<file path="src/rtl/cdp_consts.svh">
// offsets, field positions, reset values and timing counts of the codec digital port
`ifndef CDP_CONSTS_SVH
`define CDP_CONSTS_SVH

`define CDP_OFS_CTRL      5'h00
`define CDP_OFS_STATUS    5'h04
`define CDP_OFS_MASK      5'h08
`define CDP_OFS_TXDATA    5'h0c
`define CDP_OFS_RXDATA    5'h10
`define CDP_OFS_LEVEL     5'h14
`define CDP_OFS_DCHAN     5'h18

`define CDP_ST_RX_DONE    0
`define CDP_ST_TX_DONE    1
`define CDP_ST_DCH_ACC    2
`define CDP_ST_MP_WRITE   3

`define CDP_CTRL_RST      9'h000
`define CDP_BYTE_RST      8'h00
`define CDP_SLOT_BITS     8
`define CDP_CASCADE_SLOTS 4
`define CDP_CASCADE_BIT   (`CDP_SLOT_BITS * `CDP_CASCADE_SLOTS)
`define CDP_BITPOS_MAX    10'h3ff

`endif

</file>
<file path="src/rtl/cdp_pkg.sv">
// types shared by the codec digital port design
package cdp_pkg;

   typedef struct packed {
      logic [4:0] chan;
      logic       split_wire;
      logic       frame_bus_mode;
      logic       d_channel_enable_bit;
      logic       law_a;
   } cdp_ctrl_t;

   typedef enum logic [1:0] {
      MP_IDLE,
      MP_CMD,
      MP_DATA
   } cdp_mp_state_t;

   typedef struct packed {
      cdp_ctrl_t     ctrl;
      logic [3:0]    status;
      logic [3:0]    mask;
      logic [7:0]    tx_data;
      logic [7:0]    rx_data;
      logic [7:0]    dchan;
      logic          waitreq;
      logic [31:0]   rdata;
      logic          irq;
      logic          bclk_q;
      logic          strb_prev;
      logic [9:0]    bitpos;
      logic          slot_act;
      logic [3:0]    dly_cnt;
      logic          dly_out;
      logic          dout;
      logic          dout_oe_n;
      logic          law_o_oe_n;
      logic          a_law;
      logic          sclk_q;
      cdp_mp_state_t mp_st;
      logic [3:0]    mp_cnt;
      logic          mp_rd;
      logic [4:0]    mp_ofs;
      logic          d1_out;
      logic          d1_oe_n;
   } cdp_core_t;

endpackage

</file>
<file path="src/rtl/cdp_sync.sv">
// two-stage synchroniser for a group of pin inputs
`timescale 1ns/100ps
module cdp_sync #(
   parameter int W = 1
) (
   // clock and reset
   input  wire logic         clk,
   input  wire logic         rst,
   // pins and synchronised copy
   input  wire logic [W-1:0] d,
   output logic      [W-1:0] q
);
   logic [W-1:0] meta_r;
   logic [W-1:0] meta_nxt;
   logic [W-1:0] q_r;
   logic [W-1:0] q_nxt;

   always_comb begin
      meta_nxt = d;
      q_nxt    = meta_r;
   end

   always_ff @(posedge clk or posedge rst) begin
      if (rst) begin
         meta_r <= '0;
         q_r    <= '0;
      end else begin
         meta_r <= meta_nxt;
         q_r    <= q_nxt;
      end
   end

   assign q = q_r;
endmodule

</file>
<file path="src/rtl/cdp_shreg.sv">
// loadable shift register, msb first
`timescale 1ns/100ps
module cdp_shreg #(
   parameter int W = 8
) (
   // clock and reset
   input  wire logic         clk,
   input  wire logic         rst,
   // control
   input  wire logic         load,
   input  wire logic [W-1:0] load_val,
   input  wire logic         shift,
   input  wire logic         sin,
   // contents
   output logic      [W-1:0] q
);
   logic [W-1:0] q_r;
   logic [W-1:0] q_nxt;

   always_comb begin
      q_nxt = q_r;
      if (load) begin
         q_nxt = load_val;
      end else if (shift) begin
         q_nxt = {q_r[W-2:0], sin};
      end
   end

   always_ff @(posedge clk or posedge rst) begin
      if (rst) begin
         q_r <= '0;
      end else begin
         q_r <= q_nxt;
      end
   end

   assign q = q_r;
endmodule

</file>
<file path="src/rtl/cdp_port.sv">
// codec digital port: channel serial port, control microport, law/interrupt pin
`timescale 1ns/100ps
`include "cdp_consts.svh"
module cdp_port (
   // clock and reset
   input  wire logic        clk,
   input  wire logic        rst,
   // avalon-mm slave
   input  wire logic [4:0]  address,
   input  wire logic        read,
   input  wire logic        write,
   input  wire logic [31:0] writedata,
   output logic      [31:0] readdata,
   output logic             waitrequest,
   output logic             irq,
   // power-on clear pin
   input  wire logic        power_on_clear_n,
   // channel serial port
   input  wire logic        bit_clk,
   input  wire logic        slot_strobe,
   input  wire logic        chan_din,
   output logic             chan_dout,
   output logic             chan_dout_oe_n,
   output logic             delayed_strobe_out,
   // control microport
   input  wire logic        mp_cs_n,
   input  wire logic        mp_sclk,
   input  wire logic        mp_data1_i,
   output logic             mp_data1_o,
   output logic             mp_data1_oe_n,
   input  wire logic        mp_data2,
   // law select / interrupt pin and effective law
   input  wire logic        law_pin_i,
   output logic             law_pin_o,
   output logic             law_pin_oe_n,
   output logic             a_law_sel
);
   cdp_pkg::cdp_core_t s_r;
   cdp_pkg::cdp_core_t s_nxt;
   cdp_pkg::cdp_core_t s_rst;

   logic [8:0] pins;
   logic       poc_n_s;
   logic       bclk_s;
   logic       strb_s;
   logic       din_s;
   logic       cs_n_s;
   logic       sclk_s;
   logic       d1_s;
   logic       d2_s;
   logic       law_s;

   // every pin is off this clock's domain
   cdp_sync #(.W(9)) u_sync (
      .clk (clk),
      .rst (rst),
      .d   ({power_on_clear_n, bit_clk, slot_strobe, chan_din, mp_cs_n, mp_sclk,
             mp_data1_i, mp_data2, law_pin_i}),
      .q   (pins)
   );
   assign {poc_n_s, bclk_s, strb_s, din_s, cs_n_s, sclk_s, d1_s, d2_s, law_s} = pins;

   logic [7:0] tx_q;
   logic [7:0] rx_q;
   logic [7:0] mp_q;
   logic       tx_load;
   logic       rx_shift;
   logic       mp_load;
   logic [7:0] mp_load_val;
   logic       mp_shift;
   logic       mp_sin;

   cdp_shreg #(.W(8)) u_tx (
      .clk      (clk),
      .rst      (rst),
      .load     (tx_load),
      .load_val ({s_r.tx_data[6:0], 1'b0}),
      .shift    (s_nxt.slot_act & bclk_s & ~s_r.bclk_q & ~tx_load),
      .sin      (1'b0),
      .q        (tx_q)
   );

   cdp_shreg #(.W(8)) u_rx (
      .clk      (clk),
      .rst      (rst),
      .load     (1'b0),
      .load_val (8'h00),
      .shift    (rx_shift),
      .sin      (din_s),
      .q        (rx_q)
   );

   cdp_shreg #(.W(8)) u_mp (
      .clk      (clk),
      .rst      (rst),
      .load     (mp_load),
      .load_val (mp_load_val),
      .shift    (mp_shift),
      .sin      (mp_sin),
      .q        (mp_q)
   );

   // register read view shared by the bus and the microport
   function automatic logic [31:0] rd_val(cdp_pkg::cdp_core_t s, logic [4:0] ofs, logic lvl);
      logic [31:0] v;
      v = 32'h0000_0000;
      case (ofs)
         `CDP_OFS_CTRL:   v = {23'h000000, s.ctrl};
         `CDP_OFS_STATUS: v = {28'h0000000, s.status};
         `CDP_OFS_MASK:   v = {28'h0000000, s.mask};
         `CDP_OFS_TXDATA: v = {24'h000000, s.tx_data};
         `CDP_OFS_RXDATA: v = {24'h000000, s.rx_data};
         `CDP_OFS_LEVEL:  v = {29'h00000000, lvl, s.a_law, s.irq};
         `CDP_OFS_DCHAN:  v = {24'h000000, s.dchan};
         default:         v = 32'h0000_0000;
      endcase
      return v;
   endfunction

   // register write; status bits clear on writing one
   function automatic cdp_pkg::cdp_core_t wr_reg(cdp_pkg::cdp_core_t s, logic [4:0] ofs,
                                                 logic [31:0] d);
      cdp_pkg::cdp_core_t t;
      t = s;
      case (ofs)
         `CDP_OFS_CTRL:   t.ctrl    = cdp_pkg::cdp_ctrl_t'(d[8:0]);
         `CDP_OFS_STATUS: t.status  = s.status & ~d[3:0];
         `CDP_OFS_MASK:   t.mask    = d[3:0];
         `CDP_OFS_TXDATA: t.tx_data = d[7:0];
         `CDP_OFS_DCHAN:  t.dchan   = d[7:0];
         default:         t = s;
      endcase
      return t;
   endfunction

   always_comb begin
      s_rst            = '0;
      s_rst.ctrl       = cdp_pkg::cdp_ctrl_t'(`CDP_CTRL_RST);
      s_rst.tx_data    = `CDP_BYTE_RST;
      s_rst.rx_data    = `CDP_BYTE_RST;
      s_rst.dchan      = `CDP_BYTE_RST;
      s_rst.waitreq    = 1'b1;
      s_rst.dout_oe_n  = 1'b1;
      s_rst.law_o_oe_n = 1'b1;
      s_rst.d1_oe_n    = 1'b1;
      s_rst.mp_st      = cdp_pkg::MP_IDLE;
   end

   logic        b_rise;
   logic        b_fall;
   logic        sc_rise;
   logic        sc_fall;
   logic        frame_start;
   logic        strb_fall;
   logic [9:0]  nbitpos;
   logic        mp_wr_go;
   logic [7:0]  mp_byte;
   logic [3:0]  ev;
   logic [31:0] mp_rd_word;

   always_comb begin
      s_nxt       = s_r;
      b_rise      = bclk_s & ~s_r.bclk_q;
      b_fall      = ~bclk_s & s_r.bclk_q;
      sc_rise     = sclk_s & ~s_r.sclk_q;
      sc_fall     = ~sclk_s & s_r.sclk_q;
      tx_load     = 1'b0;
      rx_shift    = 1'b0;
      mp_load     = 1'b0;
      mp_load_val = 8'h00;
      mp_shift    = 1'b0;
      mp_wr_go    = 1'b0;
      ev          = 4'h0;
      // single-wire mode listens on data1 only; split-wire on data2
      mp_sin      = s_r.ctrl.split_wire ? d2_s : d1_s;
      mp_byte     = {mp_q[6:0], mp_sin};
      mp_rd_word  = rd_val(s_r, {mp_byte[2:0], 2'b00}, law_s);
      s_nxt.bclk_q = bclk_s;
      s_nxt.sclk_q = sclk_s;

      // strobed mode starts on strobe rise, frame-pulse mode on low pulse
      frame_start = s_r.ctrl.frame_bus_mode ? ~strb_s : (strb_s & ~s_r.strb_prev);
      strb_fall   = ~strb_s & s_r.strb_prev;
      nbitpos     = frame_start ? 10'h000 :
                    (s_r.bitpos == `CDP_BITPOS_MAX) ? s_r.bitpos : s_r.bitpos + 10'h001;

      // channel port, transmit side on the bit clock rising edge
      if (b_rise) begin
         s_nxt.strb_prev = strb_s;
         s_nxt.bitpos    = nbitpos;
         s_nxt.slot_act  = s_r.ctrl.frame_bus_mode ?
                           (nbitpos[9:3] == {2'b00, s_r.ctrl.chan}) : strb_s;
         s_nxt.dout_oe_n = ~s_nxt.slot_act;
         if (s_nxt.slot_act) begin
            if (nbitpos[2:0] == 3'h0) begin
               tx_load    = 1'b1;
               s_nxt.dout = s_r.tx_data[7];
            end else begin
               s_nxt.dout = tx_q[7];
            end
            if (nbitpos[2:0] == 3'h7) begin
               ev[`CDP_ST_TX_DONE] = 1'b1;
            end
         end
         // cascade output for chained devices
         if (s_r.ctrl.frame_bus_mode) begin
            s_nxt.dly_cnt = 4'h0;
            s_nxt.dly_out = ~(nbitpos == 10'(`CDP_CASCADE_BIT));
         end else begin
            if (strb_fall) begin
               s_nxt.dly_cnt = 4'(`CDP_SLOT_BITS);
            end else if (s_r.dly_cnt != 4'h0) begin
               s_nxt.dly_cnt = s_r.dly_cnt - 4'h1;
            end
            s_nxt.dly_out = (s_nxt.dly_cnt != 4'h0);
         end
      end

      // channel port, receive side on the falling edge
      if (b_fall && s_r.slot_act) begin
         rx_shift = 1'b1;
         if (s_r.bitpos[2:0] == 3'h7) begin
            s_nxt.rx_data       = {rx_q[6:0], din_s};
            ev[`CDP_ST_RX_DONE] = 1'b1;
         end
      end

      // control microport; chip select frames every transfer
      if (cs_n_s) begin
         s_nxt.mp_st   = cdp_pkg::MP_IDLE;
         s_nxt.mp_cnt  = 4'h0;
         s_nxt.d1_oe_n = 1'b1;
      end else begin
         case (s_r.mp_st)
            cdp_pkg::MP_IDLE: begin
               s_nxt.mp_st  = cdp_pkg::MP_CMD;
               s_nxt.mp_cnt = 4'h0;
            end
            cdp_pkg::MP_CMD: begin
               if (sc_rise) begin
                  mp_shift     = 1'b1;
                  s_nxt.mp_cnt = s_r.mp_cnt + 4'h1;
                  if (s_r.mp_cnt == 4'h7) begin
                     s_nxt.mp_rd  = mp_byte[7];
                     s_nxt.mp_ofs = {mp_byte[2:0], 2'b00};
                     s_nxt.mp_st  = cdp_pkg::MP_DATA;
                     s_nxt.mp_cnt = 4'h0;
                     if (mp_byte[7]) begin
                        mp_shift    = 1'b0;
                        mp_load     = 1'b1;
                        mp_load_val = mp_rd_word[7:0];
                     end
                     if ({mp_byte[2:0], 2'b00} == `CDP_OFS_DCHAN &&
                         s_r.ctrl.frame_bus_mode) begin
                        ev[`CDP_ST_DCH_ACC] = 1'b1;
                     end
                  end
               end
            end
            cdp_pkg::MP_DATA: begin
               if (s_r.mp_rd) begin
                  // both wire modes answer on data1
                  if (sc_fall && s_r.mp_cnt != 4'h8) begin
                     mp_shift      = 1'b1;
                     s_nxt.d1_out  = mp_q[7];
                     s_nxt.d1_oe_n = 1'b0;
                     s_nxt.mp_cnt  = s_r.mp_cnt + 4'h1;
                  end
               end else if (sc_rise && s_r.mp_cnt != 4'h8) begin
                  mp_shift     = 1'b1;
                  s_nxt.mp_cnt = s_r.mp_cnt + 4'h1;
                  if (s_r.mp_cnt == 4'h7) begin
                     mp_wr_go             = 1'b1;
                     ev[`CDP_ST_MP_WRITE] = 1'b1;
                  end
               end
            end
            default: begin
               s_nxt.mp_st = cdp_pkg::MP_IDLE;
            end
         endcase
      end
      if (mp_wr_go) begin
         s_nxt = wr_reg(s_nxt, s_r.mp_ofs, {24'h000000, mp_byte});
      end

      // avalon slave: one wait cycle, then the access completes
      s_nxt.waitreq = ~((read | write) & s_r.waitreq);
      if ((read | write) && s_r.waitreq) begin
         s_nxt.rdata = read ? rd_val(s_r, {address[4:2], 2'b00}, law_s) : 32'h0000_0000;
      end
      if (write && !s_r.waitreq) begin
         s_nxt = wr_reg(s_nxt, {address[4:2], 2'b00}, writedata);
      end

      // events win over a clear in the same cycle
      s_nxt.status = s_nxt.status | ev;
      s_nxt.irq    = |(s_nxt.status & s_nxt.mask);

      // law pin: input, or open-drain interrupt pulled low while access pending
      if (s_nxt.ctrl.d_channel_enable_bit) begin
         s_nxt.law_o_oe_n = ~s_nxt.status[`CDP_ST_DCH_ACC];
         s_nxt.a_law      = s_nxt.ctrl.law_a;
      end else begin
         s_nxt.law_o_oe_n = 1'b1;
         s_nxt.a_law      = law_s | s_nxt.ctrl.law_a;
      end

      // defaults alone run the port, no microport traffic needed
      if (!poc_n_s) begin
         s_nxt = s_rst;
      end
   end

   always_ff @(posedge clk or posedge rst) begin
      if (rst) begin
         s_r <= '0;
         s_r.waitreq    <= 1'b1;
         s_r.dout_oe_n  <= 1'b1;
         s_r.law_o_oe_n <= 1'b1;
         s_r.d1_oe_n    <= 1'b1;
      end else begin
         s_r <= s_nxt;
      end
   end

   assign readdata           = s_r.rdata;
   assign waitrequest        = s_r.waitreq;
   assign irq                = s_r.irq;
   assign chan_dout          = s_r.dout;
   assign chan_dout_oe_n     = s_r.dout_oe_n;
   assign delayed_strobe_out = s_r.dly_out;
   assign mp_data1_o         = s_r.d1_out;
   assign mp_data1_oe_n      = s_r.d1_oe_n;
   assign law_pin_o          = 1'b0;
   assign law_pin_oe_n       = s_r.law_o_oe_n;
   assign a_law_sel          = s_r.a_law;
endmodule

</file>
<file path="config.mk">
export PLATFORM = sky130hd
export DESIGN_NAME = cdp_port
export DESIGN_NICKNAME = d
export VERILOG_FILES = /design/src/rtl/cdp_pkg.sv /design/src/rtl/cdp_sync.sv /design/src/rtl/cdp_shreg.sv /design/src/rtl/cdp_port.sv
export VERILOG_INCLUDE_DIRS = /design/src /design/src/rtl
export SDC_FILE = /design/constraint.sdc
export NUM_CORES = 1
export LEC_CHECK = 0
export ABC_AREA = 0
export BUFFER_PORTS_ARGS = -buffer_cell sky130_fd_sc_hd__buf_2
export CAP_MARGIN = 20
export CORE_ASPECT_RATIO = 1.75
export CORE_UTILIZATION = 30
export DETAILED_ROUTE_END_ITERATION = 10
export PLACE_DENSITY_LB_ADDON = 0.25
export SLEW_MARGIN = 20
export SYNTH_ARGS = -nofsm -noshare
export SYNTH_HDL_FRONTEND = slang
export SYNTH_SLANG_ARGS = --single-unit
</file>
<file path="constraint.sdc">
create_clock -name clk -period 9.8 [get_ports clk]
set_input_delay 0.49 -clock clk [delete_from_list [all_inputs] [get_ports clk]]
set_output_delay 0.49 -clock clk [all_outputs]
set_load 0.01 [all_outputs]
</file>
==> results by group, run 1 <==
Worst setup path
  – CP max stage delay: 0.74 ns
  – Critical path startpoint category: flip-flop
  – Worst setup path category: flip-flop to flip-flop
  – List of cells traversed by the critical path: nor2b_1, or2_0, o31a_1, o2111ai_1, or4_1, a22oi_2, a2bb2oi_1
  – Number of buffer and inverter stages on the critical path: 0
  – Register-to-register setup slack: 6.30 ns
  – Data arrival at the endpoint of the critical path: 3.85 ns
  – Largest fanout of any net on the critical path: 15
  – Cell family with the largest share of critical-path delay: simple AND/OR/NAND/NOR gates
  – CP endpoint kind: flip-flop
  – Required time at the endpoint of the critical path: 10.15 ns
  – Critical-path cell with the highest stage delay: or2_0

Timing
  – Min setup slack post-route: 6.30 ns
  – Unrepaired setup endpoints after global routing: false
  – Transition time of the tightest slew-check pin: 1.07 ns
  – Clock period minus final worst setup slack: 3.50 ns
  – Post-route clock period utilization: 0.357
  – Final setup skew: 0.00681 ns
  – Pins over their slew limit: 0
  – Worst-case headroom to the max-slew limit: 0.286
  – Aggregate negative setup slack: 0 ns
  – Final setup violation count: 0
  – Endpoints failing hold: 0
  – Peak Freq: 0.286 GHz

Clock tree
  – CTS root buffer: clkbuf_16
  – Cts-stage hold buffer count: 0
  – Post-CTS Setup Inserts: 0
  – Number of buffers inserted during clock tree synthesis: 17
  – Clock slew at reported path FFs: 0.06 ns
  – Skew-Pair Late Insertion Delay: 0.43 ns
  – CTS H-Tree Depth: 4
  – CTS tree: built
  – Sinks on the clock net: 127
  – Clock buffer depth: 2
  – Resized cells post-CTS: 0

Floorplan
  – Count of boundary I/O pins: 92
  – Die extent in x: 120 um
  – Number of rows created at floorplan: 75
  – Die Footprint: 24900 um2
  – Placeable core area: 23800 um2
  – Die extent in y: 208 um
  – Starting density of the core: 0.305

Synthesis
  – Share of synthesized registers carrying an async set or reset: 1.00
  – #FFs+latches synth: 127
  – Ys Warns: 0
  – Fraction of the yosys area taken by sequential cells: 0.438
  – Leading cell type by number of instances after synthesis: dfrtp_1
  – Post-synthesis cell count: 809
  – Area share of the largest cell type after synthesis: 0.424
  – Number of flops mapped to enable cells by yosys: 0
  – Dominant synthesized flop cell: dfrtp_1
  – Cell accounting for the most synthesized area: dfrtp_1
  – Post-synthesis average cell area: 8.98 um2
  – Post-Synthesis Cell Area: 7260 um2
  – Commonest cells in the synthesized netlist: 123 x dfrtp_1, 108 x nand2_1, 72 x nor2_1
  – Top cells by area in the synthesized netlist: dfrtp_1 42%, mux2i_1 6.6%, nand2_1 5.6%
  – Unique masters post-synth: 75

Detailed routing
  – Number of nets with antenna violations after detailed routing: 0
  – Via density: 5.26
  – Iteration-0 DRC Markers: 321
  – Count of unresolved DRC violations after routing: 0
  – Number of vias in the routed layout: 6026
  – Total wire length after detailed routing: 21900 um
  – Wire length per cell after detailed routing: 19.1 um
  – Number of detailed-routing iterations run before antenna repair: 5

Power
  – Leakage power of the design: 3.43 nW
  – Power density over cell area: 166 nW/um2
  – Maximum ir drop on the vdd rail: 125 uV

Placement
  – Count of input and output buffers: 42
  – Placed Instance Area: 7590 um2
  – Setup WS pre-CTS: 6.33 ns
  – DPL Wire Length: 15900 um
  – Weighted congestion at the end of routability-driven global placement: 0.880

Outcome
  – Result of the run: completed

Worst hold path
  – Worst min-delay path category: input port to asynchronous set/reset pin

GRT
  – First-pass GRT wire length: 34800 um
  – Antenna violations before repair: 0
  – Vias in the first global route: 6144
  – Total congestion overflow after global routing: 0
  – Overall track demand over capacity in global routing: 0.185
  – Pin count of the biggest net entering global routing: 70

Finish
  – Layout Nets: 883
  – Count of antenna diodes in the layout: 0
  – Number of fill cells in the layout: 2546
  – Synthesis-to-finish area growth: 13.0%
  – Share of layout cells above drive strength 1: 0.128
  – Final cell area excluding filler cells: 8210 um2

Flow run
  – Number of max-cap violations: 0
-- report_power, final --
| group | switching (mW) | leakage [nW] | internal [mW] |
|---|---|---|---|
| registers | 0.0250 | 1.69 | 0.549 |
| clock network | 0.232 | 0.304 | 0.432 |
| logic | 0.0814 | 1.44 | 0.0412 |
-- flip-flops by register name, summed over array words and instances, names as in the netlist, 7 cells and up --
signal and flops:
u_sync.q 9, u_sync.meta_r 9, u_rx.q 7, s_r 69
u_tx.q 7, readdata 9, u_mp.q 8
-- cell usage in the layout (no fill, tap or decap), types with 6 or more instances in the layout --
cell type  count
nand4_1        6
o22ai_1       15
nand2_1      108
nand3_1       19
conb_1        24
a2bb2oi_1      7
a21oi_1       48
buf_4         10
nor2b_1        6
o21ai_0       32
mux2i_1       48
nor3_1        28
and2_1        10
a31oi_1       16
clkbuf_16     17
buf_2         42
a22o_1         8
a211oi_1      27
a22oi_1        7
nor4_1         7
nand2b_1       7
inv_1         22
ha_1           9
dfrtp_1      123
nor2_1        72
-- metrics by stage --
step,hold WS (ns),instances,power [mW],utilization
CTS,0.145,1145,1.38,0.344
floorplan,0.331,832,0.667,-
detailed placement,0.335,1113,0.707,0.318
global route,0.146,1145,1.42,0.344
finish,0.134,1145,1.36,0.344
global placement,0.334,1113,0.705,0.318
-- per-layer routing --
layer | wire length [um] | vias to the layer above | GRT usage
met2 | 12000 | 128 | 0.347
met1 | 8450 | 2966 | 0.196
met4 | 827 | 0 | 0.0853
li1 | - | 2897 | -
met5 | 0 | - | 0
met3 | 612 | 35 | 0.0341
-- worst reg2reg max path, cell delays in order, from the launching register on --
cell and delay, ns:
dfrtp_1 0.49, nor2b_1 0.47, or2_0 0.74, o31a_1 0.25, o2111ai_1 0.22, or4_1 0.65, a22oi_2 0.39, a2bb2oi_1 0.21
-- layout make-up --
cell class | instances | area [um2] | area share
multi-input combinational | 600 | 3630 | 0.443
tap | 308 | 385 | 0.0470
inverter | 26 | 103 | 0.0125
clock buffer | 26 | 509 | 0.0621
sequential | 127 | 3180 | 0.388
clock inverter | 6 | 105 | 0.0128
timing repair buffer | 52 | 285 | 0.0348
-- kinds of logic after synthesis --
| group | Yosys count | share of synthesized area |
|---|---|---|
| AO/OA/AOI/OAI | 207 | 0.190 |
| flip-flops | 127 | 0.438 |
| adder cells (fa/ha/maj) | 9 | 0.0155 |
| other | 1 | 0.000516 |
| multiplexers | 55 | 0.0801 |
| AND/OR/NAND/NOR | 303 | 0.200 |
| XOR/XNOR | 2 | 0.00241 |
| buffers and inverters | 105 | 0.0739 |
-- worst paths after layout --
check | to | from | cells after the start
worst min-delay path | u_rx.q[1]$_DFFE_PP0P_ | rst | 2
worst max-delay path | u_tx.q[5]$_DFFE_PP0P_ | s_r[105]$_DFF_PP0_ | 7
min in group clk | u_sync.meta_r[6]$_DFF_PP0_ | slot_strobe | 1
worst min register to register | u_sync.q[5]$_DFF_PP0_ | u_sync.meta_r[5]$_DFF_PP0_ | 0
worst max register to register | u_tx.q[5]$_DFFE_PP0P_ | s_r[105]$_DFF_PP0_ | 7
max in group asynchronous | s_r[99]$_DFF_PP0_ | rst | 3
(Power assumes the default switching activity.)
==> run 2: changes to the inputs <==
==> constraint.sdc (replaced) <==
create_clock -name clk -period 2.8 [get_ports clk]
set_input_delay 0.14 -clock clk [delete_from_list [all_inputs] [get_ports clk]]
set_output_delay 0.14 -clock clk [all_outputs]
set_load 0.01 [all_outputs]
==> results by group, run 2 (synthesis results as in run 1) <==
Outcome
  – Result of the run: finished with violations
  – Failing checks: negative setup slack

GRT
  – Total congestion overflow after global routing: 0
  – First-pass GRT wire length: 36500 um
  – Pin count of the biggest net entering global routing: 75
  – Vias in the first global route: 6450
  – Antenna violations before repair: 0
  – Met2 track demand over resource: 0.358
  – Overall track demand over capacity in global routing: 0.195
  – GR Layer Usage met3: 0.0343
  – Most used routing layer: met2
  – Met1 usage in global routing: 0.204

Finish
  – Number of fill cells in the layout: 2512
  – Count of antenna diodes in the layout: 0
  – Final cell area excluding filler cells: 8910 um2
  – Synthesis-to-finish area growth: 22.8%
  – Layout Nets: 953
  – Share of layout cells above drive strength 1: 0.197
  – Largest register FFs: 69
  – Largest register by flop count: s_r
  – Top library cells by usage in the layout, fill and taps aside: 122 x dfrtp_1, 108 x nand2_1, 72 x nor2_1, 62 x buf_4
  – Most common cell after layout, fill and taps aside: dfrtp_1

Power
  – Internal Pwr Total: 3.71 mW
  – Power density over cell area: 558 nW/um2
  – Leakage power of the design: 3.78 nW
  – Part of the total power dissipated in combinational logic: 0.096
  – Maximum ir drop on the vdd rail: 437 uV
  – Overall Power: 4.98 mW
  – Flop pwr share: 0.405
  – Net switching power of the design: 1.27 mW
  – Relative contribution of the clock network to total power: 0.499
  – Net switching fraction of the power: 0.255

Clock tree
  – Sinks on the clock net: 127
  – Number of buffers inserted during clock tree synthesis: 17
  – Clock buffer depth: 2
  – CTS H-Tree Depth: 4
  – Post-CTS Setup Inserts: 0
  – Skew-Pair Late Insertion Delay: 0.44 ns
  – CTS root buffer: clkbuf_16
  – Clock slew at reported path FFs: 0.06 ns
  – CTS tree: built

Worst setup path
  – Worst setup path category: flip-flop to flip-flop
  – Largest fanout of any net on the critical path: 5
  – Required time at the endpoint of the critical path: 3.16 ns
  – Critical-path cell with the highest stage delay: or4b_4
  – Data arrival at the endpoint of the critical path: 3.17 ns
  – Critical path startpoint category: flip-flop
  – List of cells traversed by the critical path: inv_1, ha_2, and3b_1, or4_4, or4b_4, mux2i_4, a2111oi_4, buf_4, a221oi_2, o21ai_1
  – CP endpoint kind: flip-flop
  – CP max stage delay: 0.57 ns

Floorplan
  – Number of rows created at floorplan: 75
  – Count of boundary I/O pins: 92
  – Placeable core area: 23800 um2
  – Die extent in y: 208 um
  – Die extent in x: 120 um
  – Die Footprint: 24900 um2
  – Starting density of the core: 0.305

Placement
  – Setup WS pre-CTS: -0.0699 ns
  – Placed Instance Area: 8040 um2
  – DPL Wire Length: 17200 um
  – Weighted congestion at the end of routability-driven global placement: 0.890
  – Count of input and output buffers: 42

Flow run
  – Number of max-cap violations: 0

Detailed routing
  – Iteration-0 DRC Markers: 320
  – Number of nets with antenna violations after detailed routing: 0
  – Total wire length after detailed routing: 23000 um
  – Number of detailed-routing iterations run before antenna repair: 5
  – Via density: 5.24
  – Number of vias in the routed layout: 6371
  – Count of unresolved DRC violations after routing: 0
  – Wire length per cell after detailed routing: 19.0 um

Timing
  – Post-route clock period utilization: 1.00
  – Min setup slack post-route: -0.0124 ns
  – Peak Freq: 0.356 GHz
  – WHS: 0.0302 ns
  – Worst-case headroom to the max-slew limit: 0.425
  – Final setup violation count: 1
  – Unrepaired setup endpoints after global routing: true
  – Transition time of the tightest slew-check pin: 0.860 ns
  – Endpoints failing hold: 0
  – Final setup skew: 0.00996 ns
  – Pins over their slew limit: 0
  – Clock period minus final worst setup slack: 2.81 ns

Worst hold path
  – Worst min-delay path category: input port to flip-flop
-- run 2: cell types whose count changed in the layout (fill, tap and decap cells not counted), sizes merged --
cell	before	now
buf	52	108
dlygate4sd3	0	14
clkbuf	26	18
clkinvlp	0	4
bufinv	3	5
clkinv	6	8
-- run 2: final cells by class --
cell class,count,area [um2],share of cell area
inverter,26,101,0.0114
timing repair buffer,122,878,0.0985
tap,308,385,0.0432
clock buffer,18,439,0.0493
sequential,127,3180,0.357
multi-input combinational,600,3710,0.416
clock inverter,14,214,0.0240
-- run 2: power groups by stage --
stage,Combinational [mW],Sequential [mW],Clock [mW]
3_3_place_gp,0.462,2.04,0
5_1_grt,0.532,2.03,2.62
6_report,0.480,2.02,2.48
4_1_cts,0.482,2.01,2.54
2_1_floorplan,0.333,2.00,0
3_5_place_dp,0.465,2.04,0
-- run 2: repair_timing --
item / in CTS / in global routing
pin swaps: 2 / 1
setup endpoints to repair: 8 / 8
resized for setup: 5 / 14
hold endpoints to repair: 32 / 0
hold buffers: 14 / 0
-- run 2: worst paths after layout --
kind / start / to / slack [ns] / cells after the start
setup / recovery: s_r[8]$_DFFE_PP0P_ / irq$_DFF_PP0_ / -0.01 / 10
hold / removal: writedata[4] / s_r[91]$_DFF_PP0_ / 0.03 / 3
setup reg to reg: s_r[8]$_DFFE_PP0P_ / irq$_DFF_PP0_ / -0.01 / 10
hold reg to reg: u_sync.meta_r[7]$_DFF_PP0_ / u_sync.q[7]$_DFF_PP0_ / 0.34 / 0
max in group asynchronous: rst / waitrequest$_DFF_PP1_ / 1.74 / 4
min in group asynchronous: rst / u_sync.meta_r[5]$_DFF_PP0_ / 0.26 / 3
-- run 2: stage by stage --
step	TNS, ns	utilization	std cells
2_1_floorplan	0	-	832
3_3_place_gp	-0.0770	0.337	1169
3_5_place_dp	-0.397	0.337	1169
4_1_cts	0	0.371	1215
5_1_grt	-0.0949	0.374	1215
6_report	-0.0124	0.374	1215
-- run 2: worst max-delay path: cells and delay by family, from the launching register on --
kind                     cells  cell delay [ns]
flip-flops                   1             0.41
multiplexers                 1             0.22
AO/OA/AOI/OAI                3             0.44
adder cells (fa/ha/maj)      1             0.17
buffers and inverters        2             0.23
AND/OR/NAND/NOR              3             1.27
-- run 2: routing by layer --
metal	wire (um)	share of wire
met3	623	0.027
met1	8570	0.37
met5	0	0
met2	12700	0.55
met4	1110	0.048
==> run 3: changes to the inputs <==
--- a/config.mk
+++ b/config.mk
@@ -12,7 +12,8 @@
 export CORE_ASPECT_RATIO = 1.75
 export CORE_UTILIZATION = 30
 export DETAILED_ROUTE_END_ITERATION = 10
-export PLACE_DENSITY_LB_ADDON = 0.25
+export PLACE_DENSITY = 0.53
+export SKIP_CTS_REPAIR_TIMING = 1
 export SLEW_MARGIN = 20
 export SYNTH_ARGS = -nofsm -noshare
 export SYNTH_HDL_FRONTEND = slang
==> results by group, run 3 (synthesis results as in run 1) <==
Floorplan
  – Die extent in y: 208 um
  – Placeable core area: 23800 um2
  – Number of rows created at floorplan: 75
  – Count of boundary I/O pins: 92
  – Die extent in x: 120 um
  – Starting density of the core: 0.305
  – Die Footprint: 24900 um2

Detailed routing
  – Count of unresolved DRC violations after routing: 0
  – Via density: 5.22
  – Number of detailed-routing iterations run before antenna repair: 7
  – Wire length per cell after detailed routing: 18.6 um
  – Number of vias in the routed layout: 6331
  – Number of nets with antenna violations after detailed routing: 0
  – Total wire length after detailed routing: 22600 um
  – Iteration-0 DRC Markers: 259

Worst setup path
  – Critical path startpoint category: flip-flop
  – Largest fanout of any net on the critical path: 3
  – Worst setup path category: flip-flop to flip-flop
  – Cell family with the largest share of critical-path delay: simple AND/OR/NAND/NOR gates
  – Required time at the endpoint of the critical path: 3.16 ns
  – Depth of the worst register-to-register path: 8
  – Register-to-register setup slack: 0.02 ns
  – Instance count on the critical path: 8
  – Critical-path cell with the highest stage delay: or4b_4
  – CP max stage delay: 0.54 ns
  – Number of buffer and inverter stages on the critical path: 1
  – CP endpoint kind: flip-flop
  – List of cells traversed by the critical path: or3b_4, or4_4, or4b_4, mux2i_4, a2111oi_2, buf_4, a221oi_2, o21ai_1
  – Data arrival at the endpoint of the critical path: 3.13 ns

Timing
  – Endpoints failing hold: 0
  – Post-route clock period utilization: 0.992
  – Clock period minus final worst setup slack: 2.78 ns
  – Transition time of the tightest slew-check pin: 0.907 ns
  – Worst-case headroom to the max-slew limit: 0.393
  – Final setup violation count: 0
  – Final setup skew: 0.00968 ns
  – Peak Freq: 0.360 GHz
  – Min setup slack post-route: 0.0234 ns
  – Pins over their slew limit: 0
  – WHS: 0.0154 ns

Finish
  – Largest register FFs: 69
  – Top library cells by usage in the layout, fill and taps aside: 123 x dfrtp_1, 106 x nand2_1, 72 x nor2_1, 61 x buf_4, 46 x mux2i_1
  – Layout Nets: 951
  – Synthesis-to-finish area growth: 23.7%
  – Count of antenna diodes in the layout: 0
  – Most common cell after layout, fill and taps aside: dfrtp_1
  – Share of layout cells above drive strength 1: 0.211
  – Number of fill cells in the layout: 2461
  – Largest register by flop count: s_r

Clock tree
  – Sinks on the clock net: 127
  – Clock slew at reported path FFs: 0.06 ns
  – CTS tree: built
  – CTS root buffer: clkbuf_16
  – CTS H-Tree Depth: 4
  – Number of buffers inserted during clock tree synthesis: 17
  – Skew-Pair Late Insertion Delay: 0.43 ns
  – Clock buffer depth: 2

GRT
  – Total congestion overflow after global routing: 0
  – Vias in the first global route: 6349
  – First-pass GRT wire length: 35800 um
  – Pin count of the biggest net entering global routing: 60
  – Overall track demand over capacity in global routing: 0.190
  – Antenna violations before repair: 0

Power
  – Maximum ir drop on the vdd rail: 402 uV
  – Power density over cell area: 554 nW/um2
  – Leakage power of the design: 3.80 nW
  – Overall Power: 4.97 mW

Worst hold path
  – Worst min-delay path category: input port to flip-flop
  – Hold Crit Depth: 3

Placement
  – Setup WS pre-CTS: -0.0781 ns
  – DPL Wire Length: 17000 um
  – Weighted congestion at the end of routability-driven global placement: 0.924
  – Count of input and output buffers: 42

Flow run
  – Number of max-cap violations: 0

Outcome
  – Result of the run: completed
run 3: area by class of cell:
type / instances / area (um2) / area share
Multi-Input combinational cell: 600 / 3780 / 0.421
Sequential cell: 127 / 3180 / 0.354
Timing Repair Buffer: 120 / 871 / 0.0970
Clock buffer: 18 / 439 / 0.0489
Tap cell: 308 / 385 / 0.0429
Clock inverter: 14 / 215 / 0.0240
Inverter: 26 / 101 / 0.0113
run 3: worst reg2reg max path, stage by stage, from the launching register on:
cell and delay [ns]:
dfrtp_1 0.39, or3b_4 0.41, or4_4 0.53, or4b_4 0.54, mux2i_4 0.21, a2111oi_2 0.34
buf_4 0.17, a221oi_2 0.03, o21ai_1 0.09
run 3: per-layer routing:
metal	wire length, um	global-route usage	vias up
li1	-	-	3042
met4	1470	0.127	0
met5	0	0	-
met3	756	0.0341	73
met2	12200	0.346	179
met1	8160	0.194	3037
run 3: final timing paths:
kind,start,end
hold / removal,writedata[5],s_r[92]$_DFF_PP0_
setup / recovery,s_r[7]$_DFFE_PP0P_,irq$_DFF_PP0_
max in group asynchronous,rst,waitrequest$_DFF_PP1_
setup reg to reg,s_r[7]$_DFFE_PP0P_,irq$_DFF_PP0_
hold reg to reg,u_sync.meta_r[0]$_DFF_PP0_,u_sync.q[0]$_DFF_PP0_
min in group asynchronous,rst,s_r[28]$_DFFE_PP0P_
run 3: power by group:
group          internal [mW]  switching [mW]
Combinational          0.193           0.290
Clock                   1.60           0.869
Sequential              1.92           0.102
Total                   3.71            1.26
run 3: per-stage QoR:
step                      TNS [ns]  utilization  cell area (um2)  instances
after detailed placement    -0.343        0.337             8030       1166
after global routing       -0.0512        0.377             8980       1213
after global placement    -0.00765        0.337             8030       1166
after floorplan                  0            -             7350        832
final                            0        0.377             8980       1213
after CTS                   -0.483        0.364             8680       1198
